$ cat src/verilog/tpgpio_regs.vh
// register offsets, field positions, reset values and timing for the two-port gpio
`ifndef TPGPIO_REGS_VH
`define TPGPIO_REGS_VH
`define TPG_IDX_A_PIN 7'h00
`define TPG_IDX_B_PIN 7'h01
`define TPG_IDX_A_DIR 7'h04
`define TPG_IDX_B_DIR 7'h05
`define TPG_IDX_A_FLT 7'h08
`define TPG_IDX_B_FLT 7'h09
`define TPG_IDX_SLEW 7'h35
`define TPG_IDX_A_LAT 7'h59
`define TPG_IDX_B_LAT 7'h5a
`define TPG_RST_BYTE 8'h00
`define TPG_B_MASK 8'hfb
`define TPG_SLEW_BIT 0
`define TPG_FALL_DELAY_NS 250
`define TPG_CLK_MHZ 40
`define TPG_FALL_DELAY_CYC ((`TPG_FALL_DELAY_NS * `TPG_CLK_MHZ) / 1000)
`endif

$ cat src/verilog/tpg_gpio.v
// two-port gpio: registers on avalon-mm, pad control, alternate functions
// Function
// after reset all pins are inputs and alternate functions are off
// direction bit 0 makes the pin input, 1 makes it output
// float bit 1 forces a floating input with no pull
// non-floating input pulls low on latch 0, high on latch 1
// non-floating output drives the latch value
// reading pin-value returns the synchronised pad level
// writing pin-value stores into the port output latch
// software should change latch bits singly to avoid upsetting others
// port a has 8 pins, each also an analog input of same index
// port b has 7 pins; bit 2 reserved in every port b register
// b0 feeds eight_bit_timer capture/event, b1 feeds sixteen_bit_timer
// b3 carries timer compare/pwm out; b4,b5 are interrupt inputs 0,1
// b6 carries buzzer output, b7 is converter top reference
// slow edge enable delays falling edges on b6,b7 by 250ns
// software writes slew register twice; only bit 0 exists
// reserved port b bit 2 reads zero and ignores writes
//
// The Avalon-MM slave port was left to the implementer.
`timescale 1ns/10ps
`default_nettype none
`include "tpgpio_regs.vh"
module tpg_gpio #(
  parameter FALL_CYCLES = `TPG_FALL_DELAY_CYC
)
(
  input wire REF_CLK,
  input wire RST,
  input wire [8:0] AVS_ADDRESS,
  input wire AVS_READ,
  input wire AVS_WRITE,
  input wire [31:0] AVS_WRITEDATA,
  input wire [3:0] AVS_BYTEENABLE,
  output reg [31:0] AVS_READDATA,
  output wire AVS_WAITREQUEST,
  input wire [7:0] PA_IN,
  output wire [7:0] PA_OUT,
  output wire [7:0] PA_OE_N,
  output wire [7:0] PA_PULL_HIGH,
  output wire [7:0] PA_PULL_LOW,
  input wire [7:0] PA_ANALOG_SEL,
  input wire [7:0] PB_IN,
  output wire [7:0] PB_OUT,
  output wire [7:0] PB_OE_N,
  output wire [7:0] PB_PULL_HIGH,
  output wire [7:0] PB_PULL_LOW,
  input wire PB_ALT_COMPARE_EN,
  input wire PB_ALT_COMPARE,
  input wire PB_ALT_BUZZER_EN,
  input wire PB_ALT_BUZZER,
  output reg EIGHT_BIT_TIMER_IN,
  output reg SIXTEEN_BIT_TIMER_IN,
  output reg EXT_INT0,
  output reg EXT_INT1
);
  reg [7:0] a_lat;
  reg [7:0] a_dir;
  reg [7:0] a_flt;
  reg [7:0] b_lat;
  reg [7:0] b_dir;
  reg [7:0] b_flt;
  reg slow_edge_enable;
  reg [7:0] a_sync1;
  reg [7:0] a_sync2;
  reg [7:0] b_sync1;
  reg [7:0] b_sync2;
  reg ack;
  wire [6:0] idx;
  wire wr_ok;
  wire [7:0] wbyte;
  wire wr_a_lat;
  wire wr_a_dir;
  wire wr_a_flt;
  wire wr_b_lat;
  wire wr_b_dir;
  wire wr_b_flt;
  wire wr_slew;
  wire [7:0] a_oe;
  wire b6_delayed;
  wire b7_delayed;
  reg [7:0] next_rdata;
  reg [7:0] b_drive;
  reg [7:0] b_oe;

  // a pin drives only as an output, not floating, not given to another use
  function [7:0] drive_mask;
    input [7:0] dir;
    input [7:0] flt;
    input [7:0] keep;
    begin
      drive_mask = dir & ~flt & keep;
    end
  endfunction

  // an undriven, non-floating pin pulls towards its latch value
  function [7:0] pull_high_mask;
    input [7:0] oe;
    input [7:0] flt;
    input [7:0] lat;
    input [7:0] keep;
    begin
      pull_high_mask = ~oe & ~flt & lat & keep;
    end
  endfunction

  function [7:0] pull_low_mask;
    input [7:0] oe;
    input [7:0] flt;
    input [7:0] lat;
    input [7:0] keep;
    begin
      pull_low_mask = ~oe & ~flt & ~lat & keep;
    end
  endfunction

  // port b bit 2 has no pin, so it never holds a one
  function [7:0] b_legal;
    input [7:0] v;
    begin
      b_legal = v & `TPG_B_MASK;
    end
  endfunction

  // single wait state: every access finishes on the second edge
  assign AVS_WAITREQUEST = (AVS_READ | AVS_WRITE) & ~ack;
  assign idx = AVS_ADDRESS[8:2];
  assign wr_ok = AVS_WRITE & ack & AVS_BYTEENABLE[0];
  assign wbyte = AVS_WRITEDATA[7:0];
  assign wr_a_lat = wr_ok & ((idx == `TPG_IDX_A_PIN) | (idx == `TPG_IDX_A_LAT));
  assign wr_a_dir = wr_ok & (idx == `TPG_IDX_A_DIR);
  assign wr_a_flt = wr_ok & (idx == `TPG_IDX_A_FLT);
  assign wr_b_lat = wr_ok & ((idx == `TPG_IDX_B_PIN) | (idx == `TPG_IDX_B_LAT));
  assign wr_b_dir = wr_ok & (idx == `TPG_IDX_B_DIR);
  assign wr_b_flt = wr_ok & (idx == `TPG_IDX_B_FLT);
  assign wr_slew = wr_ok & (idx == `TPG_IDX_SLEW);

  always @(posedge REF_CLK or posedge RST)
  begin
    if (RST)
      ack <= 1'b0;
    else
      ack <= (AVS_READ | AVS_WRITE) & ~ack;
  end

  // pads are asynchronous to REF_CLK
  always @(posedge REF_CLK or posedge RST)
  begin
    if (RST)
    begin
      a_sync1 <= 8'h00;
      a_sync2 <= 8'h00;
    end
    else
    begin
      a_sync1 <= PA_IN;
      a_sync2 <= a_sync1;
    end
  end

  always @(posedge REF_CLK or posedge RST)
  begin
    if (RST)
    begin
      b_sync1 <= 8'h00;
      b_sync2 <= 8'h00;
    end
    else
    begin
      b_sync1 <= PB_IN;
      b_sync2 <= b_sync1;
    end
  end

  always @(posedge REF_CLK or posedge RST)
  begin
    if (RST)
      a_lat <= `TPG_RST_BYTE;
    else if (wr_a_lat)
      a_lat <= wbyte;
  end

  always @(posedge REF_CLK or posedge RST)
  begin
    if (RST)
      a_dir <= `TPG_RST_BYTE;
    else if (wr_a_dir)
      a_dir <= wbyte;
  end

  always @(posedge REF_CLK or posedge RST)
  begin
    if (RST)
      a_flt <= `TPG_RST_BYTE;
    else if (wr_a_flt)
      a_flt <= wbyte;
  end

  always @(posedge REF_CLK or posedge RST)
  begin
    if (RST)
      b_lat <= `TPG_RST_BYTE;
    else if (wr_b_lat)
      b_lat <= b_legal(wbyte);
  end

  always @(posedge REF_CLK or posedge RST)
  begin
    if (RST)
      b_dir <= `TPG_RST_BYTE;
    else if (wr_b_dir)
      b_dir <= b_legal(wbyte);
  end

  always @(posedge REF_CLK or posedge RST)
  begin
    if (RST)
      b_flt <= `TPG_RST_BYTE;
    else if (wr_b_flt)
      b_flt <= b_legal(wbyte);
  end

  // each write stores; a repeated write leaves the same value
  always @(posedge REF_CLK or posedge RST)
  begin
    if (RST)
      slow_edge_enable <= 1'b0;
    else if (wr_slew)
      slow_edge_enable <= wbyte[`TPG_SLEW_BIT];
  end

  always @*
  begin
    case (idx)
      `TPG_IDX_A_PIN: next_rdata = a_sync2;
      `TPG_IDX_B_PIN: next_rdata = b_legal(b_sync2);
      `TPG_IDX_A_DIR: next_rdata = a_dir;
      `TPG_IDX_B_DIR: next_rdata = b_dir;
      `TPG_IDX_A_FLT: next_rdata = a_flt;
      `TPG_IDX_B_FLT: next_rdata = b_flt;
      `TPG_IDX_SLEW: next_rdata = {7'h00, slow_edge_enable};
      `TPG_IDX_A_LAT: next_rdata = a_lat;
      `TPG_IDX_B_LAT: next_rdata = b_lat;
      default: next_rdata = 8'h00;
    endcase
  end

  always @(posedge REF_CLK or posedge RST)
  begin
    if (RST)
      AVS_READDATA <= 32'h0000_0000;
    else if (AVS_READ & ~ack)
      AVS_READDATA <= {24'h000000, next_rdata};
  end

  // port a: analog select tristates the digital pad and pulls
  assign a_oe = drive_mask(a_dir, a_flt, ~PA_ANALOG_SEL);
  assign PA_OUT = a_lat;
  assign PA_OE_N = ~a_oe;
  assign PA_PULL_HIGH = pull_high_mask(a_oe, a_flt, a_lat, ~PA_ANALOG_SEL);
  assign PA_PULL_LOW = pull_low_mask(a_oe, a_flt, a_lat, ~PA_ANALOG_SEL);

  // alternate outputs only take the pad when their enables are raised
  always @*
  begin
    b_drive = b_lat;
    b_oe = drive_mask(b_dir, b_flt, `TPG_B_MASK);
    if (PB_ALT_COMPARE_EN)
    begin
      b_drive[3] = PB_ALT_COMPARE;
      b_oe[3] = 1'b1;
    end
    if (PB_ALT_BUZZER_EN)
    begin
      b_drive[6] = PB_ALT_BUZZER;
      b_oe[6] = 1'b1;
    end
  end

  tpg_fall_delay #(.CYCLES(FALL_CYCLES)) u_fall6 (
    .REF_CLK(REF_CLK),
    .RST(RST),
    .enable(slow_edge_enable),
    .din(b_drive[6]),
    .dout(b6_delayed)
  );

  tpg_fall_delay #(.CYCLES(FALL_CYCLES)) u_fall7 (
    .REF_CLK(REF_CLK),
    .RST(RST),
    .enable(slow_edge_enable),
    .din(b_drive[7]),
    .dout(b7_delayed)
  );

  // b7 is also the converter reference: software keeps it floating for that
  assign PB_OUT = {b7_delayed, b6_delayed, b_drive[5:3], 1'b0, b_drive[1:0]};
  assign PB_OE_N = ~b_oe;
  assign PB_PULL_HIGH = pull_high_mask(b_oe, b_flt, b_lat, `TPG_B_MASK);
  assign PB_PULL_LOW = pull_low_mask(b_oe, b_flt, b_lat, `TPG_B_MASK);

  always @(posedge REF_CLK or posedge RST)
  begin
    if (RST)
    begin
      EIGHT_BIT_TIMER_IN <= 1'b0;
      SIXTEEN_BIT_TIMER_IN <= 1'b0;
      EXT_INT0 <= 1'b0;
      EXT_INT1 <= 1'b0;
    end
    else
    begin
      EIGHT_BIT_TIMER_IN <= b_sync2[0];
      SIXTEEN_BIT_TIMER_IN <= b_sync2[1];
      EXT_INT0 <= b_sync2[4];
      EXT_INT1 <= b_sync2[5];
    end
  end
endmodule
`default_nettype wire

$ cat src/verilog/tpg_fall_delay.v
// falling-edge delay for one output pin, used for slow-edge mode
`timescale 1ns/10ps
`default_nettype none
module tpg_fall_delay #(
  parameter CYCLES = 10
)
(
  input wire REF_CLK,
  input wire RST,
  input wire enable,
  input wire din,
  output reg dout
);
  reg [7:0] count;

  // rising edges pass at once; a fall waits out the count
  always @(posedge REF_CLK or posedge RST)
  begin
    if (RST)
    begin
      dout <= 1'b0;
      count <= 8'h00;
    end
    else if (din || !enable)
    begin
      dout <= din;
      count <= 8'h00;
    end
    else if (dout)
    begin
      if (count >= CYCLES[7:0] - 8'h01)
      begin
        dout <= 1'b0;
        count <= 8'h00;
      end
      else
        count <= count + 8'h01;
    end
  end
endmodule
`default_nettype wire

$ cat config.mk
export PLATFORM = sky130hd
export DESIGN_NAME = tpg_gpio
export DESIGN_NICKNAME = d
export VERILOG_FILES = /design/src/verilog/tpg_gpio.v /design/src/verilog/tpg_fall_delay.v
export VERILOG_INCLUDE_DIRS = /design/src /design/src/verilog
export SDC_FILE = /design/constraint.sdc
export NUM_CORES = 1
export LEC_CHECK = 0
export ABC_AREA = 1
export ABC_CLOCK_PERIOD_IN_PS = 5640
export BUFFER_PORTS_ARGS = -buffer_cell sky130_fd_sc_hd__buf_4
export CORE_AREA = 10 10 157 159
export CTS_CLUSTER_SIZE = 8
export DETAILED_ROUTE_END_ITERATION = 7
export DIE_AREA = 0 0 167 169
export GPL_ROUTABILITY_DRIVEN = 0
export SYNTH_ARGS = -nofsm -noshare
export SYNTH_HDL_FRONTEND = slang
export SYNTH_SLANG_ARGS = --single-unit
$ cat constraint.sdc
create_clock -name REF_CLK -period 5.64 [get_ports REF_CLK]
set_clock_uncertainty 0.05 [all_clocks]
set_input_delay 1.692 -clock REF_CLK [delete_from_list [all_inputs] [get_ports REF_CLK]]
set_output_delay 1.692 -clock REF_CLK [all_outputs]
set_load 0.05 [all_outputs]
Yosys cells after proc, flatten, opt, wreduce, memory -nomap -nowiden
Cells that the tools add are included.

storage, ports and cells
  logic and storage cells = 89
  flip-flop bits (word level) = 109
  output and inout bits = 101

operators by class
  equality and inequality tests = 8
  $add $sub $neg = 2
  mux-type cells = 17
  reductions and logical operators = 6
  $lt $le $gt $ge = 2
  bitwise gates (word level) = 33

operators with widths
  cell                                                                    number
  8-bit AND                                                               11
  8-bit one-hot mux with 9 select lines                                   1
  8-bit inverter                                                          7
  8-bit 2-to-1 mux                                                        6
  8-bit by 1-bit adder with 8-bit output (second input constant)          2
  8-bit by 4-bit >= comparator with 1-bit output (second input constant)  2
  7-bit by 3-bit equality test with 1-bit output (second input constant)  2
  7-bit by 4-bit equality test with 1-bit output (second input constant)  2
  7-bit equality test (second input constant)                             2
  1-bit AND                                                               11
  1-bit 2-to-1 mux                                                        10
  7-bit by 1-bit equality test with 1-bit output (second input constant)  1
  7-bit by 6-bit equality test with 1-bit output (second input constant)  1
  7-bit logical NOT                                                       1
  2-bit nonzero test                                                      2
  1-bit bitwise OR                                                        3
  1-bit logical OR                                                        2
  1-bit logical NOT                                                       1
  1-bit inverter                                                          1

Logic depth before layout (Yosys ltp)
  depth in word-level cells = 7
  depth in mapped cells = 11

Cells and area by module
From an unflattened synthesis, not the netlist that was laid out.

unflattened totals
  cell total of the unflattened synthesis = 622
  area total of the unflattened synthesis = 5,222.5 um2

by module, submodules not included
  module          instances  cells an instance  area each (um2)
  tpg_gpio        1          512                4,346.7
  tpg_fall_delay  2          55                 437.9

Worst setup path before layout
OpenSTA, ideal clock, no wires.

  path kind = input to output
  start point = input port PB_ALT_COMPARE_EN
  end point = output port PB_PULL_HIGH[3]
  data arrival time = 3.334 ns
  path slack = 0.564 ns
  stages = 3
  path buffers = 0
  required time = 3.898 ns
  path through = a21oi_1 > nand2_1 > nor2_1

between the ends
  longest elaborated chain between the ends = 4

RTL lines
  element                 RTL line        source
  start, declared         tpg_gpio.v:48   input wire PB_ALT_COMPARE_EN,
  1-bit 2-to-1 mux        tpg_gpio.v:268  if (PB_ALT_COMPARE_EN)
  8-bit inverter          tpg_gpio.v:103  pull_high_mask = ~oe & ~flt & lat & keep;
  8-bit AND (2 in a row)  tpg_gpio.v:103
  end, declared           tpg_gpio.v:46   output wire [7:0] PB_PULL_HIGH,

No other way between the ends.

Final worst setup path
  start point = input port PA_ANALOG_SEL[5]
  end point = output port PA_PULL_HIGH[5]

between the ends
  longest elaborated chain between the ends = 6

RTL lines
  element                 RTL line                        source
  start, declared         tpg_gpio.v:42                   input wire [7:0] PA_ANALOG_SEL,
  8-bit inverter (*)      tpg_gpio.v:257, tpg_gpio.v:260
  8-bit AND               tpg_gpio.v:92                   drive_mask = dir & ~flt & keep;
  8-bit inverter          tpg_gpio.v:103
  8-bit AND (2 in a row)  tpg_gpio.v:103
  8-bit AND (*)           tpg_gpio.v:103
  end, declared           tpg_gpio.v:40                   output wire [7:0] PA_PULL_HIGH,

Every way passes the cells marked *; elsewhere a longest branch is shown, timed or not.

==> results.sh <==
export IMPL_wl_per_cell_um=14.9
export IMPL_yosys_top_cells_area="dfrtp_1 (51%), nand2_1 (9.2%), nand3_1 (6.5%)"
export IMPL_grt_max_degree=51
export IMPL_combinationalPowerShare_pct=16.3
export IMPL_coreArea_mm2=0.0216
export IMPL_cap_violations=0
export IMPL_wl_um=15100
export IMPL_clk_latency_ns=0.35
export IMPL_r2r_slack_ns=4.09
export IMPL_crit_chain="buf_4 -> inv_1 -> nand3_1 -> nand3_1 -> nor2_1 -> buf_4"
export IMPL_grt_pass1_vias=4065
export IMPL_powerDensity_mw_per_mm2=257
export IMPL_cts_root_buffer="clkbuf_16"
export IMPL_crit_fanout=2
export IMPL_path_clk_slew_ns=0.07
export IMPL_hold_viol=0
export IMPL_htree_num_levels=3
export IMPL_post_dp_cell_area_mm2=0.00629
export IMPL_max_freq_mhz=243
export IMPL_holdCritPathClass="register to register"
export IMPL_critical_path_max_stage_delay_ns=0.20
export IMPL_syn_area_mm2=0.00529
export IMPL_min_path_cells=0
export IMPL_hold_end="a_sync2[7]"
export IMPL_cp_slowest_cell="buf_4"
export IMPL_setup_viol=0
export IMPL_boundaryPins=178
export IMPL_p_clk_share_pct=35.3
export IMPL_postSynthCellCount=614
export IMPL_n_fill_cell=2322
export IMPL_cts_resized=0
export IMPL_layout_commonest_cell="nand2_1"
export IMPL_tns_ns=0
export IMPL_synth_distinct_cells=33
export IMPL_grt_usage_pct=10.5
export IMPL_yosysWarnings=0
export IMPL_drt_pass1_iter_count=6
export IMPL_internal_power_mw=1.19
export IMPL_portBuffers=119
export IMPL_hold_path_startpoint="a_sync1[7]"
export IMPL_clock_sinks=107
export IMPL_vias=4148
export IMPL_synth_seq_cells=107
export IMPL_slew_limit_headroom_pct=58.9
export IMPL_syn_to_final_growth_pct=24.3
export IMPL_antenna_found_initial=1
export IMPL_critPathRequiredTime_ns=3.90
export IMPL_min_period_ns=4.11
export IMPL_r2r_start="b_lat[6]"
export IMPL_timing_rr_end="u_fall6.count[1]"
export IMPL_fin_nets=811
export IMPL_syn_area_per_cell_um2=8.62
export IMPL_cp_start_kind="primary input"
export IMPL_die_area_mm2=0.0282
export IMPL_grt_ovfl_total=0
export IMPL_n_antenna_cell=0
export IMPL_switching_share_pct=29.7
export IMPL_layout_drive_gt1_share_pct=25.9
export IMPL_endpoint_kind="primary output"
export IMPL_fin_hold_ws_ns=0.300
export IMPL_place_hpwl_um=12200
export IMPL_synth_area_leader_cell="dfrtp_1"
export IMPL_ctsHoldBuffers=0
export IMPL_ys_seq_area_share_pct=50.6
export IMPL_critPathKind="primary input to primary output"
export IMPL_dieHeight_um=169
export IMPL_drt_iter0_markers=274
export IMPL_p_leak_nw=3.27
export IMPL_drc=0
export IMPL_cts_tree="done"
export IMPL_crit_arrival_ns=2.37
export IMPL_rows=54
export IMPL_worst_slew_pin_slew_ns=0.617
export IMPL_chipWidth_um=167
export IMPL_status="finished clean"
export IMPL_cts_buffer_depth=2
export IMPL_viasPerCell=4.09
export IMPL_seq_power_share_pct=48.3
export IMPL_stdcell_area_mm2=0.00658
export IMPL_start_util_pct=24.5
export IMPL_slew_viol_final=0
export IMPL_post_cts_buffers=0
export IMPL_final_cell_mix="nand2_1 (130), buf_4 (121), dfrtp_1 (107)"
export IMPL_p_sw_mw=0.501
export IMPL_cts_buffers=9
export IMPL_yosysTopAreaCellShare_pct=50.6
export IMPL_ir_drop_v=0.000138
export IMPL_antenna_left=0
export IMPL_grt_pass1_wl_um=23100
export IMPL_post_route_period_util_pct=72.8
export IMPL_rsz0062_at_grt="false"
export IMPL_r2r_cells=5
## kinds of logic after synthesis
family | count (synthesis) | share of synthesized area (%)
fa+ha+maj | 6 | 1.42
flops | 107 | 50.6
compound gates | 62 | 7.64
simple gates | 302 | 26.7
other cells | 2 | 0.142
buf+inv | 131 | 12.9
xor+xnor | 4 | 0.662
## worst max path at each step
stage / from / end / slack [ns] / depth (start not counted)
after CTS: PA_ANALOG_SEL[5] / PA_PULL_HIGH[5] / 1.50 / 6
after floorplan: PB_ALT_COMPARE_EN / PB_PULL_HIGH[3] / 0.56 / 3
final: PA_ANALOG_SEL[5] / PA_PULL_HIGH[5] / 1.53 / 6
after global routing: PB_ALT_COMPARE_EN / PB_PULL_HIGH[3] / 1.41 / 5
after global placement: PA_ANALOG_SEL[5] / PA_PULL_LOW[5] / 1.51 / 6
after detailed placement: PA_ANALOG_SEL[5] / PA_PULL_HIGH[5] / 1.50 / 6
## sequential cells by signal (all words and copies together) (netlist names)
signal                cells
u_fall7.dout              1
a_sync1                   8
EXT_INT1                  1
u_fall6.dout              1
AVS_READDATA              8
b_sync1                   7
u_fall7.count             8
b_lat                     7
b_dir                     7
EIGHT_BIT_TIMER_IN        1
SIXTEEN_BIT_TIMER_IN      1
a_sync2                   8
PA_OUT                    8
a_flt                     8
EXT_INT0                  1
b_sync2                   7
b_flt                     7
ack                       1
u_fall6.count             8
a_dir                     8
slow_edge_enable          1
## layout make-up
| type | count | area [µm²] | share of cell area (%) |
|---|---|---|---|
| flip-flops and latches | 107 | 2680 | 40.7 |
| repair buffers | 121 | 908 | 13.8 |
| multi-input cells | 402 | 2030 | 30.9 |
| well taps | 280 | 350 | 5.33 |
| clock buffers | 12 | 256 | 3.90 |
| clock inverters | 4 | 23.8 | 0.362 |
| inverters | 87 | 329 | 5.00 |
## per-stage QoR
| stage | cells | util, % | worst slack [ns] | power, mW |
|---|---|---|---|---|
| global route | 1013 | 30.5 | 1.41 | 1.76 |
| floorplan | 640 | - | 0.564 | 1.04 |
| detailed placement | 997 | 29.2 | 1.50 | 1.11 |
| CTS | 1013 | 30.5 | 1.50 | 1.71 |
| finish | 1013 | 30.5 | 1.53 | 1.69 |
| global placement | 997 | 29.2 | 1.51 | 1.11 |
## worst max-delay path: cells and delay by family
family                 cells  cell delay (ns)
and+or+nand+nor            3             0.35
buffers and inverters      3             0.33
## routing by layer
layer  vias to the layer above  share of wire [%]  GRT usage [%]
met4                         2                1.2           2.60
met2                       127                 47           16.3
met1                      1911                 44           13.1
li1                       2095                  -              -
met3                        13                8.2           4.70
met5                         -              0.086              0
## synth_stat cells, drive strengths merged
cell / instances
nand2: 141
dfrtp: 107
inv: 86
nor2: 73
nand3: 71
o21ai: 55
buf: 44
nor3: 9
ha: 6
a21oi: 4
nor3b: 3
o22ai: 3
conb: 2
nand3b: 2
nand4: 2
xnor2: 2
xor2: 2
and2: 1
clkinv: 1
## power groups by stage
stage / registers (mW) / clock network (mW) / logic [mW]
6_report: 0.815 / 0.596 / 0.276
5_1_grt: 0.819 / 0.643 / 0.296
4_1_cts: 0.816 / 0.616 / 0.279
3_5_place_dp: 0.830 / 0 / 0.279
3_3_place_gp: 0.830 / 0 / 0.277
2_1_floorplan: 0.839 / 0 / 0.201
Power figures use the tool's default switching activity.
